### src/hdl/vof_pkg.sv
package vof_pkg;

	// ------------------------------------------------------------
	// register map
	// ------------------------------------------------------------
	localparam logic [7:0] ADDR_OUT_CTRL = 8'h01;
	localparam logic [7:0] ADDR_OUT_POL = 8'h02;
	localparam logic [7:0] ADDR_OUT_MODE = 8'h03;
	localparam logic [7:0] ADDR_STATUS = 8'h04;
	localparam logic [7:0] RESET_OUT_CTRL = 8'h00;
	localparam logic [7:0] RESET_OUT_POL = 8'h00;
	localparam logic [7:0] RESET_OUT_MODE = 8'h00;
	localparam int BIT_RANGE_LIMIT = 3;
	localparam int BIT_INTF_LO = 4;
	localparam int BIT_POL_FRAME = 0;
	localparam int BIT_POL_LINE = 1;
	localparam int BIT_POL_VALID = 2;
	localparam int BIT_POL_CLK = 3;
	localparam int BIT_MODE_EMBED = 0;
	localparam int BIT_MODE_STROBE_EN = 1;

	// ------------------------------------------------------------
	// code limits
	// ------------------------------------------------------------
	localparam logic [7:0] CODE_MIN_FULL = 8'h01;
	localparam logic [7:0] CODE_MAX_FULL = 8'hfe;
	localparam logic [7:0] CODE_MIN_STD = 8'h10;
	localparam logic [7:0] LUMA_MAX_STD = 8'heb;
	localparam logic [7:0] CHROMA_MAX_STD = 8'hf0;
	localparam logic [7:0] BLACK_LUMA = 8'h10;
	localparam logic [7:0] BLACK_CHROMA = 8'h80;

	// ------------------------------------------------------------
	// embedded codes
	// ------------------------------------------------------------
	localparam logic [7:0] CODE_SAV_ACTIVE = 8'h80;
	localparam logic [7:0] CODE_EAV_ACTIVE = 8'h9d;
	localparam logic [7:0] CODE_SAV_VBLANK = 8'hab;
	localparam logic [7:0] CODE_EAV_VBLANK = 8'hb6;
	localparam logic [7:0] CODE_PREAMBLE_FF = 8'hff;
	localparam logic [7:0] CODE_PREAMBLE_00 = 8'h00;

	// ------------------------------------------------------------
	// output size codes
	// ------------------------------------------------------------
	localparam logic [2:0] SIZE_QVGA = 3'h0;
	localparam logic [2:0] SIZE_VGA = 3'h1;
	localparam logic [2:0] SIZE_CIF = 3'h2;
	localparam logic [2:0] SIZE_QCIF = 3'h3;
	localparam logic [2:0] SIZE_QVGA_ROT = 3'h4;
	localparam logic [2:0] SIZE_CIF_ROT = 3'h5;
	localparam logic [2:0] SIZE_601 = 3'h6;

	// interface style, control bits 5:4
	typedef enum logic [1:0] {
		INTF_CAMERA = 2'h0,
		INTF_SYNC = 2'h1,
		INTF_656 = 2'h2,
		INTF_RSVD = 2'h3
	} intf_t;

	// one 4:2:2 pixel pair from the decoder
	typedef struct packed {
		logic [7:0] cb;
		logic [7:0] y0;
		logic [7:0] cr;
		logic [7:0] y1;
	} pair_t;

	// timing markers from the decoder front end
	typedef struct packed {
		logic locked;
		logic no_signal;
		logic line_start;
		logic active_line;
		logic frame_end;
	} sync_t;

	// the pins toward the host
	typedef struct packed {
		logic [7:0] data;
		logic line_valid;
		logic frame_valid;
		logic pixel_valid;
		logic hsync;
		logic vsync;
	} pins_t;

endpackage

### src/hdl/vof_formatter.sv
// Our own choice: strobed register access.
`timescale 1ns/1ps
`default_nettype none
module vof_formatter
	import vof_pkg::*;
(
	// clock and reset
	input wire logic i_ref_clk,
	input wire logic i_reset,
	// register port
	input wire logic [7:0] i_addr,
	input wire logic [7:0] i_wdata,
	input wire logic i_wr,
	input wire logic i_rd,
	output logic [7:0] o_rdata,
	// decoder side, from another clock domain
	input wire logic i_pix_clk,
	input wire pair_t i_pair,
	input wire sync_t i_sync,
	input wire logic [9:0] i_pair_count,
	// host pins
	output logic [7:0] o_data,
	output logic o_line_valid_strobe,
	output logic o_frame_valid_strobe,
	output logic o_pixel_valid_out,
	output logic o_pixel_clock_out,
	output logic o_horizontal_sync_out,
	output logic o_vertical_sync_out
);

	// ------------------------------------------------------------
	// registers
	// ------------------------------------------------------------
	logic [7:0] out_ctrl_q;
	logic [7:0] out_pol_q;
	logic [7:0] out_mode_q;
	logic range_limit_select;
	logic [2:0] output_size_select;
	intf_t intf;
	logic embed_mode;
	logic strobe_en;
	logic size_ok;

	assign range_limit_select = out_ctrl_q[BIT_RANGE_LIMIT];
	assign output_size_select = out_ctrl_q[2:0];
	assign intf = intf_t'(out_ctrl_q[BIT_INTF_LO+1:BIT_INTF_LO]);
	assign embed_mode = out_mode_q[BIT_MODE_EMBED];
	assign strobe_en = out_mode_q[BIT_MODE_STROBE_EN];

	// sizes allowed for each style; an illegal pair outputs black
	function automatic logic size_legal(input intf_t f, input logic [2:0] s);
		case (f)
			INTF_CAMERA: size_legal = (s == SIZE_QVGA) || (s == SIZE_CIF) ||
				(s == SIZE_QCIF) || (s == SIZE_QVGA_ROT) || (s == SIZE_CIF_ROT);
			INTF_SYNC: size_legal = (s == SIZE_QVGA) || (s == SIZE_VGA) ||
				(s == SIZE_CIF) || (s == SIZE_QCIF);
			INTF_656: size_legal = (s == SIZE_601);
			default: size_legal = 1'b0;
		endcase
	endfunction

	assign size_ok = size_legal(intf, output_size_select);

	// register writes
	always_ff @(posedge i_ref_clk or posedge i_reset)
	begin
		if (i_reset)
		begin
			out_ctrl_q <= RESET_OUT_CTRL;
			out_pol_q <= RESET_OUT_POL;
			out_mode_q <= RESET_OUT_MODE;
		end
		else if (i_wr)
		begin
			if (i_addr == ADDR_OUT_CTRL)
				out_ctrl_q <= i_wdata;
			if (i_addr == ADDR_OUT_POL)
				out_pol_q <= {4'h0, i_wdata[3:0]};
			if (i_addr == ADDR_OUT_MODE)
				out_mode_q <= {6'h00, i_wdata[1:0]};
		end
	end

	// ------------------------------------------------------------
	// input crossing
	// ------------------------------------------------------------
	// the pixel clock is sampled, not used; data must hold for a pixel period
	logic pclk_s;
	logic pclk_d_q;
	logic pclk_rise;
	pair_t pair_s;
	sync_t sync_s;
	logic [9:0] count_s;

	vof_sync2 #(.WIDTH(1)) u_sync_clk (
		.i_ref_clk(i_ref_clk),
		.i_reset(i_reset),
		.i_async(i_pix_clk),
		.o_sync(pclk_s)
	);
	vof_sync2 #(.WIDTH(32 + 5 + 10)) u_sync_data (
		.i_ref_clk(i_ref_clk),
		.i_reset(i_reset),
		.i_async({i_pair, i_sync, i_pair_count}),
		.o_sync({pair_s, sync_s, count_s})
	);

	always_ff @(posedge i_ref_clk or posedge i_reset)
	begin
		if (i_reset)
			pclk_d_q <= 1'b0;
		else
			pclk_d_q <= pclk_s;
	end
	assign pclk_rise = pclk_s & ~pclk_d_q;

	// status readback: lock, no-signal, size legality
	always_ff @(posedge i_ref_clk or posedge i_reset)
	begin
		if (i_reset)
			o_rdata <= 8'h00;
		else if (i_rd)
		begin
			case (i_addr)
				ADDR_OUT_CTRL: o_rdata <= out_ctrl_q;
				ADDR_OUT_POL: o_rdata <= out_pol_q;
				ADDR_OUT_MODE: o_rdata <= out_mode_q;
				ADDR_STATUS: o_rdata <= {5'h00, size_ok, sync_s.no_signal, sync_s.locked};
				default: o_rdata <= 8'h00;
			endcase
		end
		else
			o_rdata <= 8'h00;
	end

	// ------------------------------------------------------------
	// clipping
	// ------------------------------------------------------------
	pair_t src_pair;
	pair_t clip_pair;
	logic out_enable;
	logic send_black;

	// timed output only while locked or declared signal-free
	assign out_enable = sync_s.locked | sync_s.no_signal;
	assign send_black = sync_s.no_signal | ~size_ok;

	// black levels already lie inside both ranges, so they pass unchanged
	assign src_pair = send_black ? '{BLACK_CHROMA, BLACK_LUMA, BLACK_CHROMA, BLACK_LUMA} :
		i_pair_int(pair_s);

	function automatic pair_t i_pair_int(input pair_t p);
		pair_t r;
		r = p;
		if (r.cb == 8'h00) r.cb = CODE_MIN_FULL;
		if (r.y0 == 8'h00) r.y0 = CODE_MIN_FULL;
		if (r.cr == 8'h00) r.cr = CODE_MIN_FULL;
		if (r.y1 == 8'h00) r.y1 = CODE_MIN_FULL;
		if (r.cb == 8'hff) r.cb = CODE_MAX_FULL;
		if (r.y0 == 8'hff) r.y0 = CODE_MAX_FULL;
		if (r.cr == 8'hff) r.cr = CODE_MAX_FULL;
		if (r.y1 == 8'hff) r.y1 = CODE_MAX_FULL;
		i_pair_int = r;
	endfunction

	vof_clip u_clip (
		.i_range_limit(range_limit_select),
		.i_pair(src_pair),
		.o_pair(clip_pair)
	);

	// ------------------------------------------------------------
	// byte sequencer
	// ------------------------------------------------------------
	// with codes on, each line: four preamble/code bytes, then active pairs, then end code; with codes off, active pairs only
	typedef enum {ST_IDLE, ST_SAV, ST_ACTIVE, ST_EAV, ST_GAP} state_t;
	state_t state_q;
	logic [1:0] byte_q;
	logic [9:0] pairs_left_q;
	logic blank_line_q;
	pair_t hold_q;
	logic [7:0] data_q;
	logic line_valid_q;
	logic frame_valid_q;
	logic pixel_valid_q;
	logic hsync_q;
	logic vsync_q;
	logic codes_on;
	logic [7:0] sav_code;
	logic [7:0] eav_code;

	assign codes_on = (intf == INTF_656) || ((intf == INTF_CAMERA) && embed_mode);
	assign sav_code = blank_line_q ? CODE_SAV_VBLANK : CODE_SAV_ACTIVE;
	assign eav_code = blank_line_q ? CODE_EAV_VBLANK : CODE_EAV_ACTIVE;

	// code words go out as ff 00 00 code
	function automatic logic [7:0] code_byte(input logic [1:0] idx, input logic [7:0] c);
		case (idx)
			2'h0: code_byte = CODE_PREAMBLE_FF;
			2'h3: code_byte = c;
			default: code_byte = CODE_PREAMBLE_00;
		endcase
	endfunction

	// state advances once per sampled pixel clock edge
	always_ff @(posedge i_ref_clk or posedge i_reset)
	begin
		if (i_reset)
		begin
			state_q <= ST_IDLE;
			byte_q <= 2'h0;
			pairs_left_q <= 10'h000;
			blank_line_q <= 1'b1;
			hold_q <= '0;
		end
		else if (!out_enable)
		begin
			state_q <= ST_IDLE;
			byte_q <= 2'h0;
		end
		else if (pclk_rise)
		begin
			// a new line start restarts the line, absorbing drift
			if (sync_s.line_start)
			begin
				state_q <= codes_on ? ST_SAV : ST_ACTIVE;
				byte_q <= 2'h0;
				blank_line_q <= ~sync_s.active_line;
				pairs_left_q <= count_s;
				hold_q <= clip_pair;
			end
			else
			begin
				byte_q <= byte_q + 2'h1;
				case (state_q)
					ST_SAV:
						if (byte_q == 2'h3)
							state_q <= ST_ACTIVE;
					ST_ACTIVE:
					begin
						if (byte_q == 2'h3)
						begin
							hold_q <= clip_pair;
							pairs_left_q <= pairs_left_q - 10'h001;
							if (pairs_left_q <= 10'h001)
								state_q <= codes_on ? ST_EAV : ST_GAP;
						end
					end
					ST_EAV:
						if (byte_q == 2'h3)
							state_q <= ST_GAP;
					ST_GAP: state_q <= ST_GAP;
					ST_IDLE: state_q <= ST_IDLE;
					default: state_q <= ST_IDLE;
				endcase
			end
		end
	end

	// byte lane choice in cb, y, cr, y order
	always_ff @(posedge i_ref_clk or posedge i_reset)
	begin
		if (i_reset)
			data_q <= 8'h00;
		else if (pclk_rise)
		begin
			case (state_q)
				ST_SAV: data_q <= code_byte(byte_q, sav_code);
				ST_EAV: data_q <= code_byte(byte_q, eav_code);
				ST_ACTIVE:
					case (byte_q)
						2'h0: data_q <= hold_q.cb;
						2'h1: data_q <= hold_q.y0;
						2'h2: data_q <= hold_q.cr;
						default: data_q <= hold_q.y1;
					endcase
				default: data_q <= BLACK_LUMA;
			endcase
		end
	end

	// strobes, before polarity
	always_ff @(posedge i_ref_clk or posedge i_reset)
	begin
		if (i_reset)
		begin
			line_valid_q <= 1'b0;
			frame_valid_q <= 1'b0;
			pixel_valid_q <= 1'b0;
			hsync_q <= 1'b0;
			vsync_q <= 1'b0;
		end
		else if (pclk_rise)
		begin
			// line valid falls at line end; frame valid falls while frame end is marked
			line_valid_q <= (intf == INTF_CAMERA) && (!embed_mode || strobe_en) &&
				(state_q == ST_ACTIVE) && !blank_line_q;
			frame_valid_q <= (intf == INTF_CAMERA) && (!embed_mode || strobe_en) &&
				!sync_s.frame_end;
			pixel_valid_q <= (intf == INTF_SYNC) && (state_q == ST_ACTIVE) &&
				!blank_line_q;
			hsync_q <= (intf == INTF_SYNC) && sync_s.line_start;
			vsync_q <= (intf == INTF_SYNC) && sync_s.frame_end;
		end
	end

	// ------------------------------------------------------------
	// output pins
	// ------------------------------------------------------------
	// polarity applied in the last flop so every pin is registered
	always_ff @(posedge i_ref_clk or posedge i_reset)
	begin
		if (i_reset)
		begin
			o_data <= 8'h00;
			o_line_valid_strobe <= 1'b0;
			o_frame_valid_strobe <= 1'b0;
			o_pixel_valid_out <= 1'b0;
			o_pixel_clock_out <= 1'b0;
			o_horizontal_sync_out <= 1'b0;
			o_vertical_sync_out <= 1'b0;
		end
		else
		begin
			o_data <= data_q;
			o_line_valid_strobe <= line_valid_q ^ out_pol_q[BIT_POL_LINE];
			o_frame_valid_strobe <= frame_valid_q ^ out_pol_q[BIT_POL_FRAME];
			o_pixel_valid_out <= pixel_valid_q ^ out_pol_q[BIT_POL_VALID];
			o_pixel_clock_out <= pclk_d_q ^ out_pol_q[BIT_POL_CLK];
			o_horizontal_sync_out <= hsync_q;
			o_vertical_sync_out <= vsync_q;
		end
	end

endmodule
`default_nettype wire

### src/hdl/vof_clip.sv
`timescale 1ns/1ps
`default_nettype none
// clips one pair to the selected output range
module vof_clip
	import vof_pkg::*;
(
	// control
	input wire logic i_range_limit,
	// data
	input wire pair_t i_pair,
	output pair_t o_pair
);

	function automatic logic [7:0] clamp(input logic [7:0] v, input logic [7:0] lo,
		input logic [7:0] hi);
		clamp = (v < lo) ? lo : ((v > hi) ? hi : v);
	endfunction

	logic [7:0] lo;
	logic [7:0] y_hi;
	logic [7:0] c_hi;

	// full range is also the internal range, so that path is only a guard
	assign lo = i_range_limit ? CODE_MIN_STD : CODE_MIN_FULL;
	assign y_hi = i_range_limit ? LUMA_MAX_STD : CODE_MAX_FULL;
	assign c_hi = i_range_limit ? CHROMA_MAX_STD : CODE_MAX_FULL;
	assign o_pair.cb = clamp(i_pair.cb, lo, c_hi);
	assign o_pair.y0 = clamp(i_pair.y0, lo, y_hi);
	assign o_pair.cr = clamp(i_pair.cr, lo, c_hi);
	assign o_pair.y1 = clamp(i_pair.y1, lo, y_hi);

endmodule
`default_nettype wire

### src/hdl/vof_sync2.sv
`timescale 1ns/1ps
`default_nettype none
// two-flop synchroniser, vector wide
module vof_sync2 #(
	parameter int WIDTH = 1
) (
	// clock and reset
	input wire logic i_ref_clk,
	input wire logic i_reset,
	// data
	input wire logic [WIDTH-1:0] i_async,
	output logic [WIDTH-1:0] o_sync
);

	logic [WIDTH-1:0] meta_q;

	// first stage feeds only the second
	always_ff @(posedge i_ref_clk or posedge i_reset)
	begin
		if (i_reset)
		begin
			meta_q <= '0;
			o_sync <= '0;
		end
		else
		begin
			meta_q <= i_async;
			o_sync <= meta_q;
		end
	end

endmodule
`default_nettype wire

### config.mk
export PLATFORM = sky130hd
export DESIGN_NAME = vof_formatter
export DESIGN_NICKNAME = d
export VERILOG_FILES = /design/src/hdl/vof_pkg.sv /design/src/hdl/vof_formatter.sv /design/src/hdl/vof_clip.sv /design/src/hdl/vof_sync2.sv
export SDC_FILE = /design/constraint.sdc
export NUM_CORES = 1
export LEC_CHECK = 0
export BUFFER_PORTS_ARGS = -buffer_cell sky130_fd_sc_hd__buf_4
export CAP_MARGIN = 10
export CORE_MARGIN = 4
export CORE_UTILIZATION = 50
export CTS_BUF_LIST = sky130_fd_sc_hd__clkbuf_4
export DETAILED_ROUTE_END_ITERATION = 8
export GPL_ROUTABILITY_DRIVEN = 0
export PLACE_DENSITY = 0.68
export SLEW_MARGIN = 20
export SYNTH_ARGS = -nofsm -noshare
export SYNTH_HDL_FRONTEND = slang
export SYNTH_HIERARCHICAL = 1
export SYNTH_SLANG_ARGS = --single-unit
export TNS_END_PERCENT = 100
### constraint.sdc
create_clock -name i_ref_clk -period 2.96 [get_ports i_ref_clk]
set_input_delay 0.444 -clock i_ref_clk [delete_from_list [all_inputs] [get_ports i_ref_clk]]
set_output_delay 0.444 -clock i_ref_clk [all_outputs]
set_load 0.02 [all_outputs]
## After elaboration in Yosys (flattened, before gate mapping)

Index checks and enable logic that the tools add are counted.

| word-level totals | value |
|---|---|
| output and inout port bits | 22 |
| bits in registers | 223 |
| input bits | 68 |

| operators by class | value |
|---|---|
| add/subtract/negate cells | 2 |
| magnitude comparators | 9 |
| bitwise logic cells | 10 |
| mux-type cells | 48 |
| equality and inequality tests | 29 |
| reduce and logical (&&, ||, !) cells | 36 |

Operators with widths:

| operator | count |
|---|---|
| 32-bit 2-to-1 mux | 11 |
| 8-bit 2-to-1 mux | 17 |
| 32-bit case mux with 4 select lines | 1 |
| 32-bit by 2-bit equality test with 1-bit output, second input constant | 2 |
| 32-bit by 3-bit equality test with 1-bit output, second input constant | 2 |
| 8-bit case mux with 3 select lines | 2 |
| 32-bit by 1-bit equality test with 1-bit output, second input constant | 1 |
| 8-bit equality test, second input constant | 4 |
| 8-bit > comparator | 4 |
| 8-bit zero test | 4 |
| 8-bit less-than comparator | 4 |
| 8-bit case mux with 2 select lines | 2 |
| 8-bit case mux with 4 select lines | 1 |
| 10-bit 2-to-1 mux | 3 |
| 8-bit by 2-bit equality test with 1-bit output, second input constant | 2 |
| 4-bit by 3-bit != test with 1-bit output, second input constant | 4 |
| 6-bit 2-to-1 mux | 2 |
| 10-bit by 1-bit <= comparator with 1-bit output, second input constant | 1 |
| 5-bit 2-to-1 mux | 2 |
| 10-bit by 1-bit subtractor with 10-bit output, second input constant | 1 |
| 3-bit equality test, second input constant | 3 |
| 1-bit logical AND | 9 |
| 1-bit logical OR | 9 |
| 8-bit by 1-bit equality test with 1-bit output, second input constant | 1 |
| 23 further kinds | 42 |

## Longest topological paths before layout

Gate-level depths: netlist of the first run.

| logic depth | value |
|---|---|
| depth after elaboration | 15 |
| gate-level depth with buffers | 12 |

## Cells and area by module

Netlist of the first run, hierarchy kept.

Modules (own cells, without submodules):

| module | area each (µm²) | cells each | instances | seq. area each (µm²) |
|---|---|---|---|---|
| vof_formatter | 4864.7 | 446 | 1 | 2453.6 |
| vof_sync2 (u_sync_data) | 2356.0 | 95 | 1 | 2352.3 |
| vof_clip | 868.3 | 127 | 1 | 0.0 |
| vof_sync2 (u_sync_clk) | 53.8 | 3 | 1 | 50.0 |

## Least setup slack after synthesis of the first run

OpenSTA, ideal clock, no wires.

| timing | value |
|---|---|
| path type | register to register |
| start point | reg out_ctrl_q[0] |
| end point | reg hold_q[0] (netlist name) |
| path buffers | 1 |
| stages on the path, launching flop included | 12 |
| path slack | -0.053 ns |
| period minus slack after synthesis | 3.013 ns |
| library setup time | 0.125 ns |
| arrival time | 2.889 ns |
| data required time | 2.835 ns |
| path through | dfrtp_1 nor3b_1 or3_1 a21oi_1 clkbuf_1 a21boi_0 inv_1 ha_1 or3_1 a221oi_1 a31oi_1 mux2_2 |

RTL lines:

| item | line | source |
|---|---|---|
| start: declaration | vof_formatter.sv:34 | `logic [7:0] out_ctrl_q;` |
| start signal: assignment | vof_formatter.sv:76 | `out_ctrl_q <= i_wdata;` |
| end signal: assignment | vof_formatter.sv:230 | `hold_q <= clip_pair;` |
| end signal: assignment | vof_formatter.sv:243 | `hold_q <= clip_pair;` |
| end: declaration | vof_formatter.sv:181 | `pair_t hold_q;` |

==> flow_summary.ini, run 1 <==
[status]
status = finished, final reports clean

[grt]
antenna_found_initial = 0
use_met1_pct = 24.5
grt_pass1_vias = 5976
use_met3_pct = 3.79
grt_max_degree = 99
grt_busiest_layer = met2
track_usage_pct = 19.4
grt_util_met2_pct = 33.7
grt_pass1_wl_um = 28400
grt_overflow = 0

[critical_path]
slowest_delay_ns = 0.40
crit_path_frequent_cell = or3_4
start_kind = register
crit_buf_inv = 1
path_cells = nor3b_1 -> or3_4 -> a21oi_4 -> buf_12 -> or2b_1 -> ha_4 -> nand2b_4 -> or3_4 -> a221oi_2 -> a31oi_1 -> mux2_2
cpLargestDelayFamily = simple AND/OR/NAND/NOR gates
slowest_stage = dfrtp_1
cp_data_required_time_ns = 3.44
cp-end-kind = register
cp.arrival_ns = 3.42
critical_path_class = reg2reg
cp_max_fo = 11

[clock_tree]
htreeDepth = 4
cts_root_buf = clkbuf_4
numCtsBuffers = 17
cts_tree = done
insertion_delay_ns = 0.58
clock-sinks = 194
clock_path_buffers = 2
clk_pin_slew_ns = 0.15

[layout]
fin_nets = 923
diodes = 0
layout-drive-gt1-share_pct = 29.5
layout_commonest_cell = dfrtp_1
nFillCells = 1246
layout_common_cells = 193 x dfrtp_1, 123 x buf_4, 49 x dlygate4sd3_1
fin_area_um2 = 10200
area_delta_synth_final_pct = 25.9

[die]
die_w_um = 136
rows = 46
core_um2 = 15900
dieArea_um2 = 18400
io_pins = 90
die_y_um = 136
start_util_pct = 51.1

[synth]
synth_warnings = 6
avgSynthCellArea_um2 = 12.1
ys.flop_type = dfrtp_1
synth_seq_area_share_pct = 59.6
yosys.area_share.adder_pct = 3.84
synth_fp_nets = 764
async_flop_share_pct = 100
synth_area_um2 = 8140
synth_top_family_by_area = simple AND/OR/NAND/NOR gates
synth_compound_area_share_pct = 11.9
synthCells = 671
ys_ff_latch = 194
synth_xor_area_share_pct = 0.538
ys_types = 71
muxShareOfSynthArea_pct = 7.22
yosys.area_share.simple_pct = 13.5
synth_edf_count = 0

[route]
vias = 5760
antenna_left = 0
routedWlPerCell_um = 16.0
via_per_inst = 5.44
wirelength_um = 17000
route.detailed.drc = 0
drt-pass1-iter-count = 5
drt_iter0_markers = 452

[timing]
fin_skew_ns = 0.0135
grt_setup_unrepaired = true
period_needed_ns = 2.94
hold-worst-slack_ns = 0.0705
fin_crit_sh_pct = 99.2
tightestPinTransition_ns = 0.705
relSlewSlack_pct = 53.0
fmax_ghz = 0.341
finalHoldViolCount = 0
report.final.slew_viol_count = 0
setup_violations = 0

[pwr]
leakagePower_nw = 4.61
finalPower_mw = 5.13
peakVddDrop_mv = 0.303
power_density_nw_per_um2 = 501

[flow_run]
cap_violations = 0

[placement]
hpwl_um = 11800
io_buffers = 89
placed_area_um2 = 9270

[hold_path]
hold_path.class = in2reg
==> layout make-up <==
type                       count  area, um^2  share of cell area (%)
clock buffer                  20         150                    1.47
clock inverter                12         106                    1.04
inverter                      33         129                    1.26
multi-input combinational    407        3230                    31.5
sequential                   194        4860                    47.4
tap                          216         270                    2.64
timing repair buffer         177        1510                    14.7
==> cell usage after synthesis (8+ instances only) <==
cell type / count / area share [%]
nor4_1: 12 / 0.92
ha_1: 25 / 3.8
o211ai_1: 8 / 0.74
nor3_1: 15 / 0.92
a21oi_1: 12 / 0.74
o31ai_1: 12 / 1.1
a222oi_1: 9 / 1.1
clkbuf_1: 27 / 1.2
o21ai_0: 28 / 1.7
nand3_1: 14 / 0.86
and2_1: 28 / 2.2
nand2_1: 28 / 1.3
dfrtp_1: 193 / 59
nand4_1: 9 / 0.69
nand2b_1: 10 / 0.77
nor2_1: 25 / 1.2
buf_2: 9 / 0.55
inv_1: 31 / 1.4
mux2_2: 44 / 6.1
==> path summary, 6_finish.rpt <==
check                                                 start                               end  slack (ns)  cells after the start
min                                               i_addr[2]              o_rdata[3]$_DFF_PP0_        0.07                      2
min reg2reg                u_sync_data/meta_q[22]$_DFF_PP0_  u_sync_data/o_sync[22]$_DFF_PP0_        0.35                      0
max reg2reg                       out_ctrl_q[0]$_DFFE_PP0P_             hold_q[0]$_DFFE_PP0P_        0.02                     11
min in group asynchronous                           i_reset       u_sync_clk/meta_q$_DFF_PP0_        0.28                      3
max in group asynchronous                           i_reset  u_sync_data/meta_q[24]$_DFF_PP0_        1.74                      4
max                               out_ctrl_q[0]$_DFFE_PP0P_             hold_q[0]$_DFFE_PP0P_        0.02                     11
==> logic make-up (layout without fill, tap and decap cells) <==
kind of cell,Yosys count,after routing
AO/OA/AOI/OAI,134,134
XOR/XNOR,5,5
AND/OR/NAND/NOR,190,190
adder cells (fa/ha/maj),25,25
flip-flops,194,194
multiplexers,53,53
buffers and inverters,70,242
==> per-stage QoR <==
stage,setup TNS [ns],cells,util [%],setup WS (ns)
CTS,-0.0847,1057,63.1,-0.0444
global placement,-0.490,975,58.1,-0.0915
finish,0,1059,64.3,0.0241
detailed placement,-2.24,975,58.1,-0.191
floorplan,-0.00372,671,-,-0.00372
global route,-0.888,1059,64.3,-0.101
==> layer usage <==
layer,part of all wire (%),up-vias
met1,43,2844
met5,0,-
met3,4.3,28
met2,51,153
met4,1.8,0
li1,-,2735
==> sequential cells by signal, summed over array words and instances (netlist names), 2 cells and up <==
name and cells:
u_sync_data/meta_q 47, state_q 3, out_pol_q 4, hold_q 32
pairs_left_q 10, o_rdata 8, byte_q 2, o_data 8
out_mode_q 2, out_ctrl_q 8, data_q 8, u_sync_data/o_sync 47
==> timing repair <==
item | CTS | global route
pin swaps | 2 | 5
setup buffers | 1 | 2
endpoints found under the setup margin | 20 | 20
endpoints found under the hold margin | 88 | 0
resized for setup | 14 | 37
hold buffers | 49 | 0
==> power breakdown <==
part	switching [mW]	total, mW	internal, mW
Sequential	0.161	3.03	2.87
Clock	0.863	1.31	0.450
Combinational	0.373	0.788	0.415
Total	1.40	5.13	3.74
No activity file was read; power rests on OpenSTA's default activity.
==> inputs of run 2 (changes only) <==
- RECOVER_POWER: not set -> 100
==> run 2 against run 1 <==
The flow now finishes with violations (max-capacitance violations, max-slew violations). Sequential power hardly changed. Clock skew decreased by 0.00073 ns. Clock power hardly changed. Setup slack gained 0.00097 ns. Via count shrank 0.36%. Fmax about the same. Flip-flop and latch count unchanged. Combinational power decreased by 3.7%. Cell count unchanged. Critical path type unchanged. Critical endpoint unchanged. Highest routed layer unchanged.
==> flow_summary.ini, run 2 (synthesized netlist as in run 1, its figures left out) <==
[timing]
fmax_ghz = 0.341
grt_setup_unrepaired = true
finalHoldViolCount = 0
hold-worst-slack_ns = 0.0758
setup_violations = 0
fin_ws_ns = 0.0250
relSlewSlack_pct = -40.8
period_needed_ns = 2.93
report.final.slew_viol_count = 139
fin_skew_ns = 0.0128
fin_crit_sh_pct = 99.2
tightestPinTransition_ns = 2.11

[clock_tree]
cts_tree = done
cts_root_buf = clkbuf_4
insertion_delay_ns = 0.57
numCtsBuffers = 17
clk_pin_slew_ns = 0.15
htreeDepth = 4
clock_path_buffers = 2
clock-sinks = 194

[route]
antenna_left = 0
route.detailed.drc = 0
routedWlPerCell_um = 16.0
via_per_inst = 5.42
wirelength_um = 16900
drt-pass1-iter-count = 7
vias = 5739
drt_iter0_markers = 406

[layout]
fin_util_pct = 63.4
area_delta_synth_final_pct = 24.1
nFillCells = 1284
seq_area_um2 = 4860
diodes = 0
fin_nets = 923
multiInputGateArea_um2 = 3220
layout_common_cells = 193 x dfrtp_1, 72 x clkbuf_4, 49 x dlygate4sd3_1
layout-drive-gt1-share_pct = 26.0
largest_registers = u_sync_data/meta_q (47), u_sync_data/o_sync (47), hold_q (32)
layout_commonest_cell = dfrtp_1

[pwr]
power.switching_mw = 1.39
p_seq_share_pct = 59.5
combPwrFrac_pct = 14.9
leakagePower_nw = 4.48
sw_frac_of_total_pct = 27.2
power.share.clock_pct = 25.7
finalPower_mw = 5.10
peakVddDrop_mv = 0.303
power_density_nw_per_um2 = 505
intPower_mw = 3.71

[critical_path]
start_kind = register
cp-end-kind = register
r2r_start = out_ctrl_q[0]$_DFFE_PP0P_
cp_max_fo = 11
critical_path_class = reg2reg
cp_data_required_time_ns = 3.44
cp.arrival_ns = 3.41
critPathLaunch = out_ctrl_q[0]$_DFFE_PP0P_

[die]
io_pins = 90
rows = 46
dieArea_um2 = 18400
start_util_pct = 51.1
die_w_um = 136
die_y_um = 136
core_um2 = 15900

[placement]
hpwl_um = 11800
io_buffers = 89
dp_slack_ns = -0.191

[status]
violations = max-capacitance violations, max-slew violations
status = complete, but fails checks

[grt]
grt_overflow = 0
antenna_found_initial = 0
grt_pass1_wl_um = 28400
grt_pass1_vias = 5976
track_usage_pct = 19.4
grt_max_degree = 99

[hold_path]
hold_path.class = in2reg
min-delay-start = i_addr[2]

[flow_run]
cap_violations = 2
[run 2: cell count changes in the layout (fill, tap and decap cells not counted), moves of 3 or more]
cell and change:
buf_4 -75, clkbuf_4 +52, clkbuf_1 +25, and2_0 +4
and2_1 -4, buf_12 -3
[run 2: critical path, cell delays in order (launching register included)]
cell and delay, ns:
dfrtp_1 0.40, nor3b_1 0.13, or3_4 0.35, a21oi_4 0.19
buf_12 0.14, or2b_1 0.27, ha_4 0.23, nand2b_4 0.16
or3_4 0.38, a221oi_2 0.23, a31oi_1 0.07, mux2_2 0.28
[run 2: layout make-up]
cell class / instances / area share, %
Clock inverter: 12 / 1.05
Clock buffer: 20 / 1.49
Sequential cell: 194 / 48.1
Multi-Input combinational cell: 407 / 31.9
Timing Repair Buffer: 177 / 13.6
Inverter: 33 / 1.28
Tap cell: 216 / 2.67
[run 2: repair_timing]
item	4_1_cts	5_1_grt
setup endpoints to repair	20	20
endpoints found under the hold margin	88	0
pin swaps	2	5
hold buffers	49	0
resized for setup	14	37
buffers inserted	1	2
[run 2: per-layer routing]
layer | share of wire, % | vias up | global-route usage, %
met4 | 1.7 | 0 | 6.38
met3 | 4.3 | 25 | 3.79
met1 | 42 | 2831 | 24.5
met5 | 0 | - | 0
li1 | - | 2739 | -
met2 | 52 | 144 | 33.7
[run 2: worst paths after layout]
path	to	slack, ns	cells after the start
worst max register to register	hold_q[0]$_DFFE_PP0P_	0.03	11
worst min register to register	u_sync_data/o_sync[22]$_DFF_PP0_	0.35	0
worst min-delay path	o_rdata[3]$_DFF_PP0_	0.08	2
max in group asynchronous	hold_q[13]$_DFFE_PP0P_	0.46	4
min in group asynchronous	u_sync_clk/meta_q$_DFF_PP0_	0.30	3
worst max-delay path	hold_q[0]$_DFFE_PP0P_	0.03	11
[run 2: per-stage QoR]
| step | instances | area, um^2 | TNS [ns] |
|---|---|---|---|
| finish | 1059 | 10100 | 0 |
| global placement | 975 | 9270 | -0.490 |
| detailed placement | 975 | 9270 | -2.24 |
| CTS | 1057 | 10100 | -0.0847 |
| global route | 1059 | 10100 | -0.894 |
| floorplan | 671 | 8150 | -0.00372 |
[run 2: power groups by stage]
stage | Combinational, mW | Clock [mW] | Sequential [mW]
floorplan | 0.437 | 0 | 3.04
detailed placement | 0.688 | 0 | 3.08
finish | 0.759 | 1.31 | 3.03
global route | 0.847 | 1.46 | 3.06
global placement | 0.662 | 0 | 3.08
CTS | 0.751 | 1.37 | 3.03
==> inputs of run 3 (changes only) <==
--- a/config.mk
+++ b/config.mk
@@ -10,3 +10,3 @@
 export CORE_MARGIN = 4
-export CORE_UTILIZATION = 50
+export CORE_UTILIZATION = 40
 export CTS_BUF_LIST = sky130_fd_sc_hd__clkbuf_4
@@ -14,3 +14,3 @@
 export GPL_ROUTABILITY_DRIVEN = 0
-export PLACE_DENSITY = 0.68
+export PLACE_DENSITY = 0.56
 export RECOVER_POWER = 100
--- a/constraint.sdc
+++ b/constraint.sdc
@@ -3,2 +3,2 @@
 set_output_delay 0.444 -clock i_ref_clk [all_outputs]
-set_load 0.02 [all_outputs]
+set_load 0.005 [all_outputs]
==> run 3 against run 2 <==
The run ends with negative setup slack left. Largest cell class unchanged. Global-route usage is 3.3 points lower. Core utilization down 11 points. Combinational power up 4.0%. Cell count up 5.7%. Critical path type unchanged. Clock power about the same. Worst hold slack improved by 0.010 ns. Clock-buffer cell count shrank 3.
==> flow_summary.ini, run 3 (synthesized netlist as in run 1, its figures left out) <==
[timing]
setup_violations = 7
grt_setup_unrepaired = true
finalHoldViolCount = 0
relSlewSlack_pct = 13.3
report.final.slew_viol_count = 0
fin_crit_sh_pct = 102
period_needed_ns = 3.01
tightestPinTransition_ns = 1.29
fmax_ghz = 0.332
fin_ws_ns = -0.0542
fin_skew_ns = 0.0162

[grt]
antenna_found_initial = 1
grt_pass1_vias = 5774
track_usage_pct = 16.1
grt_pass1_wl_um = 29000
grt_max_degree = 51
grt_overflow = 0

[pwr]
leakagePower_nw = 4.65
power_density_nw_per_um2 = 493
peakVddDrop_mv = 0.280

[critical_path]
cp_max_fo = 6
r2r_start = out_ctrl_q[0]$_DFFE_PP0P_
cp-end-kind = register
critPathLaunch = out_ctrl_q[0]$_DFFE_PP0P_
critical_path_class = reg2reg
start_kind = register
cp.arrival_ns = 3.48
cp_data_required_time_ns = 3.43

[die]
die_w_um = 151
start_util_pct = 41.3
core_um2 = 19700
rows = 51
dieArea_um2 = 22700
die_y_um = 151
io_pins = 90

[layout]
fin_nets = 933
area_delta_synth_final_pct = 27.8
layout-drive-gt1-share_pct = 30.7
largest_registers = u_sync_data/meta_q (47), u_sync_data/o_sync (47), hold_q (32)
stdcell_count = 1119
fin_area_um2 = 10400
layout_commonest_cell = dfrtp_1
fin_util_pct = 52.8
layout_common_cells = 193 x dfrtp_1, 79 x buf_4, 66 x clkbuf_4

[route]
drt_iter0_markers = 315
via_per_inst = 5.12
route.detailed.drc = 0
antenna_left = 0
drt-pass1-iter-count = 6
wirelength_um = 17400
vias = 5729
routedWlPerCell_um = 15.6

[placement]
hpwl_um = 12200
placed_area_um2 = 9350
place_inst = 1027
io_buffers = 89

[hold_path]
hold_path.class = in2reg
min-delay-start = i_addr[2]

[clock_tree]
cts_root_buf = clkbuf_4
clock-sinks = 194
numCtsBuffers = 17
clk_pin_slew_ns = 0.16
htreeDepth = 4
cts_tree = done
clock_path_buffers = 2
insertion_delay_ns = 0.56

[flow_run]
cap_violations = 0

[status]
status = complete, but fails checks
violations = negative setup slack
## run 3: changes by cell type in the layout (fill, tap and decap cells not counted), moves of 3 or more
cell | before | now
buf_6 | 1 | 4
clkbuf_1 | 25 | 2
and2_0 | 4 | 0
clkinv_2 | 4 | 0
inv_8 | 0 | 3
and2_1 | 20 | 24
clkbuf_4 | 72 | 66
buf_4 | 48 | 79
## run 3: layout make-up
type                            count  area [um^2]
Timing Repair Buffer              187         1570
Fill cell                        1679         9320
Tap cell                          265          332
Clock inverter                     15          125
Sequential cell                   194         4860
Inverter                           33          126
Multi-Input combinational cell    407         3260
Antenna cell                        1         2.50
Clock buffer                       17          128
## run 3: what timing repair did
| action | in CTS | in global routing |
|---|---|---|
| cloned | 1 | 0 |
| resized for setup | 24 | 37 |
| buffers inserted | 3 | 7 |
| endpoints found under the hold margin | 100 | 0 |
| setup endpoints to repair | 19 | 19 |
| pin swaps | 8 | 13 |
| hold buffers | 49 | 0 |
## run 3: report_power, final
part / internal (mW) / switching, mW / leakage (nW)
Clock: 0.357 / 0.948 / 0.130
Sequential: 2.87 / 0.159 / 2.39
Combinational: 0.427 / 0.362 / 2.13
## run 3: routing by layer
layer	vias up	track usage, %	share of wire [%]
met1	2811	21.9	45
met4	0	4.22	1.0
met5	-	0	0
met2	134	26.1	49
met3	17	3.97	4.4
li1	2767	-	-
## run 3: worst paths after layout
kind                            cells past startpoint                          endpoint  slack [ns]
worst max register to register                     11             hold_q[0]$_DFFE_PP0P_       -0.05
worst min-delay path                                2              o_rdata[3]$_DFF_PP0_        0.09
worst max-delay path                               11             hold_q[0]$_DFFE_PP0P_       -0.05
max in group asynchronous                           4  u_sync_data/o_sync[25]$_DFF_PP0_        0.69
worst min register to register                      0  u_sync_data/o_sync[30]$_DFF_PP0_        0.35
min in group asynchronous                           3       u_sync_clk/meta_q$_DFF_PP0_        0.30
## run 3: critical path: stages, from the launching register on
cell and delay, ns:
dfrtp_1 0.43, nor3b_4 0.16, or3_4 0.35, a21oi_4 0.21
buf_12 0.14, or2b_1 0.27, ha_4 0.23, nand2b_4 0.15
or3_4 0.34, a221oi_2 0.24, a31oi_1 0.09, mux2_4 0.30
## run 3: through the flow
step	hold slack [ns]	power (mW)	setup TNS [ns]	setup slack, ns
final	0.0860	5.13	-0.224	-0.0542
after global routing	0.0330	5.40	-1.62	-0.182
after CTS	0.0243	5.17	-0.165	-0.0790
after detailed placement	0.335	3.76	-1.98	-0.210
after global placement	0.332	3.73	-0.492	-0.112
after floorplan	0.185	3.46	-0.00372	-0.00372
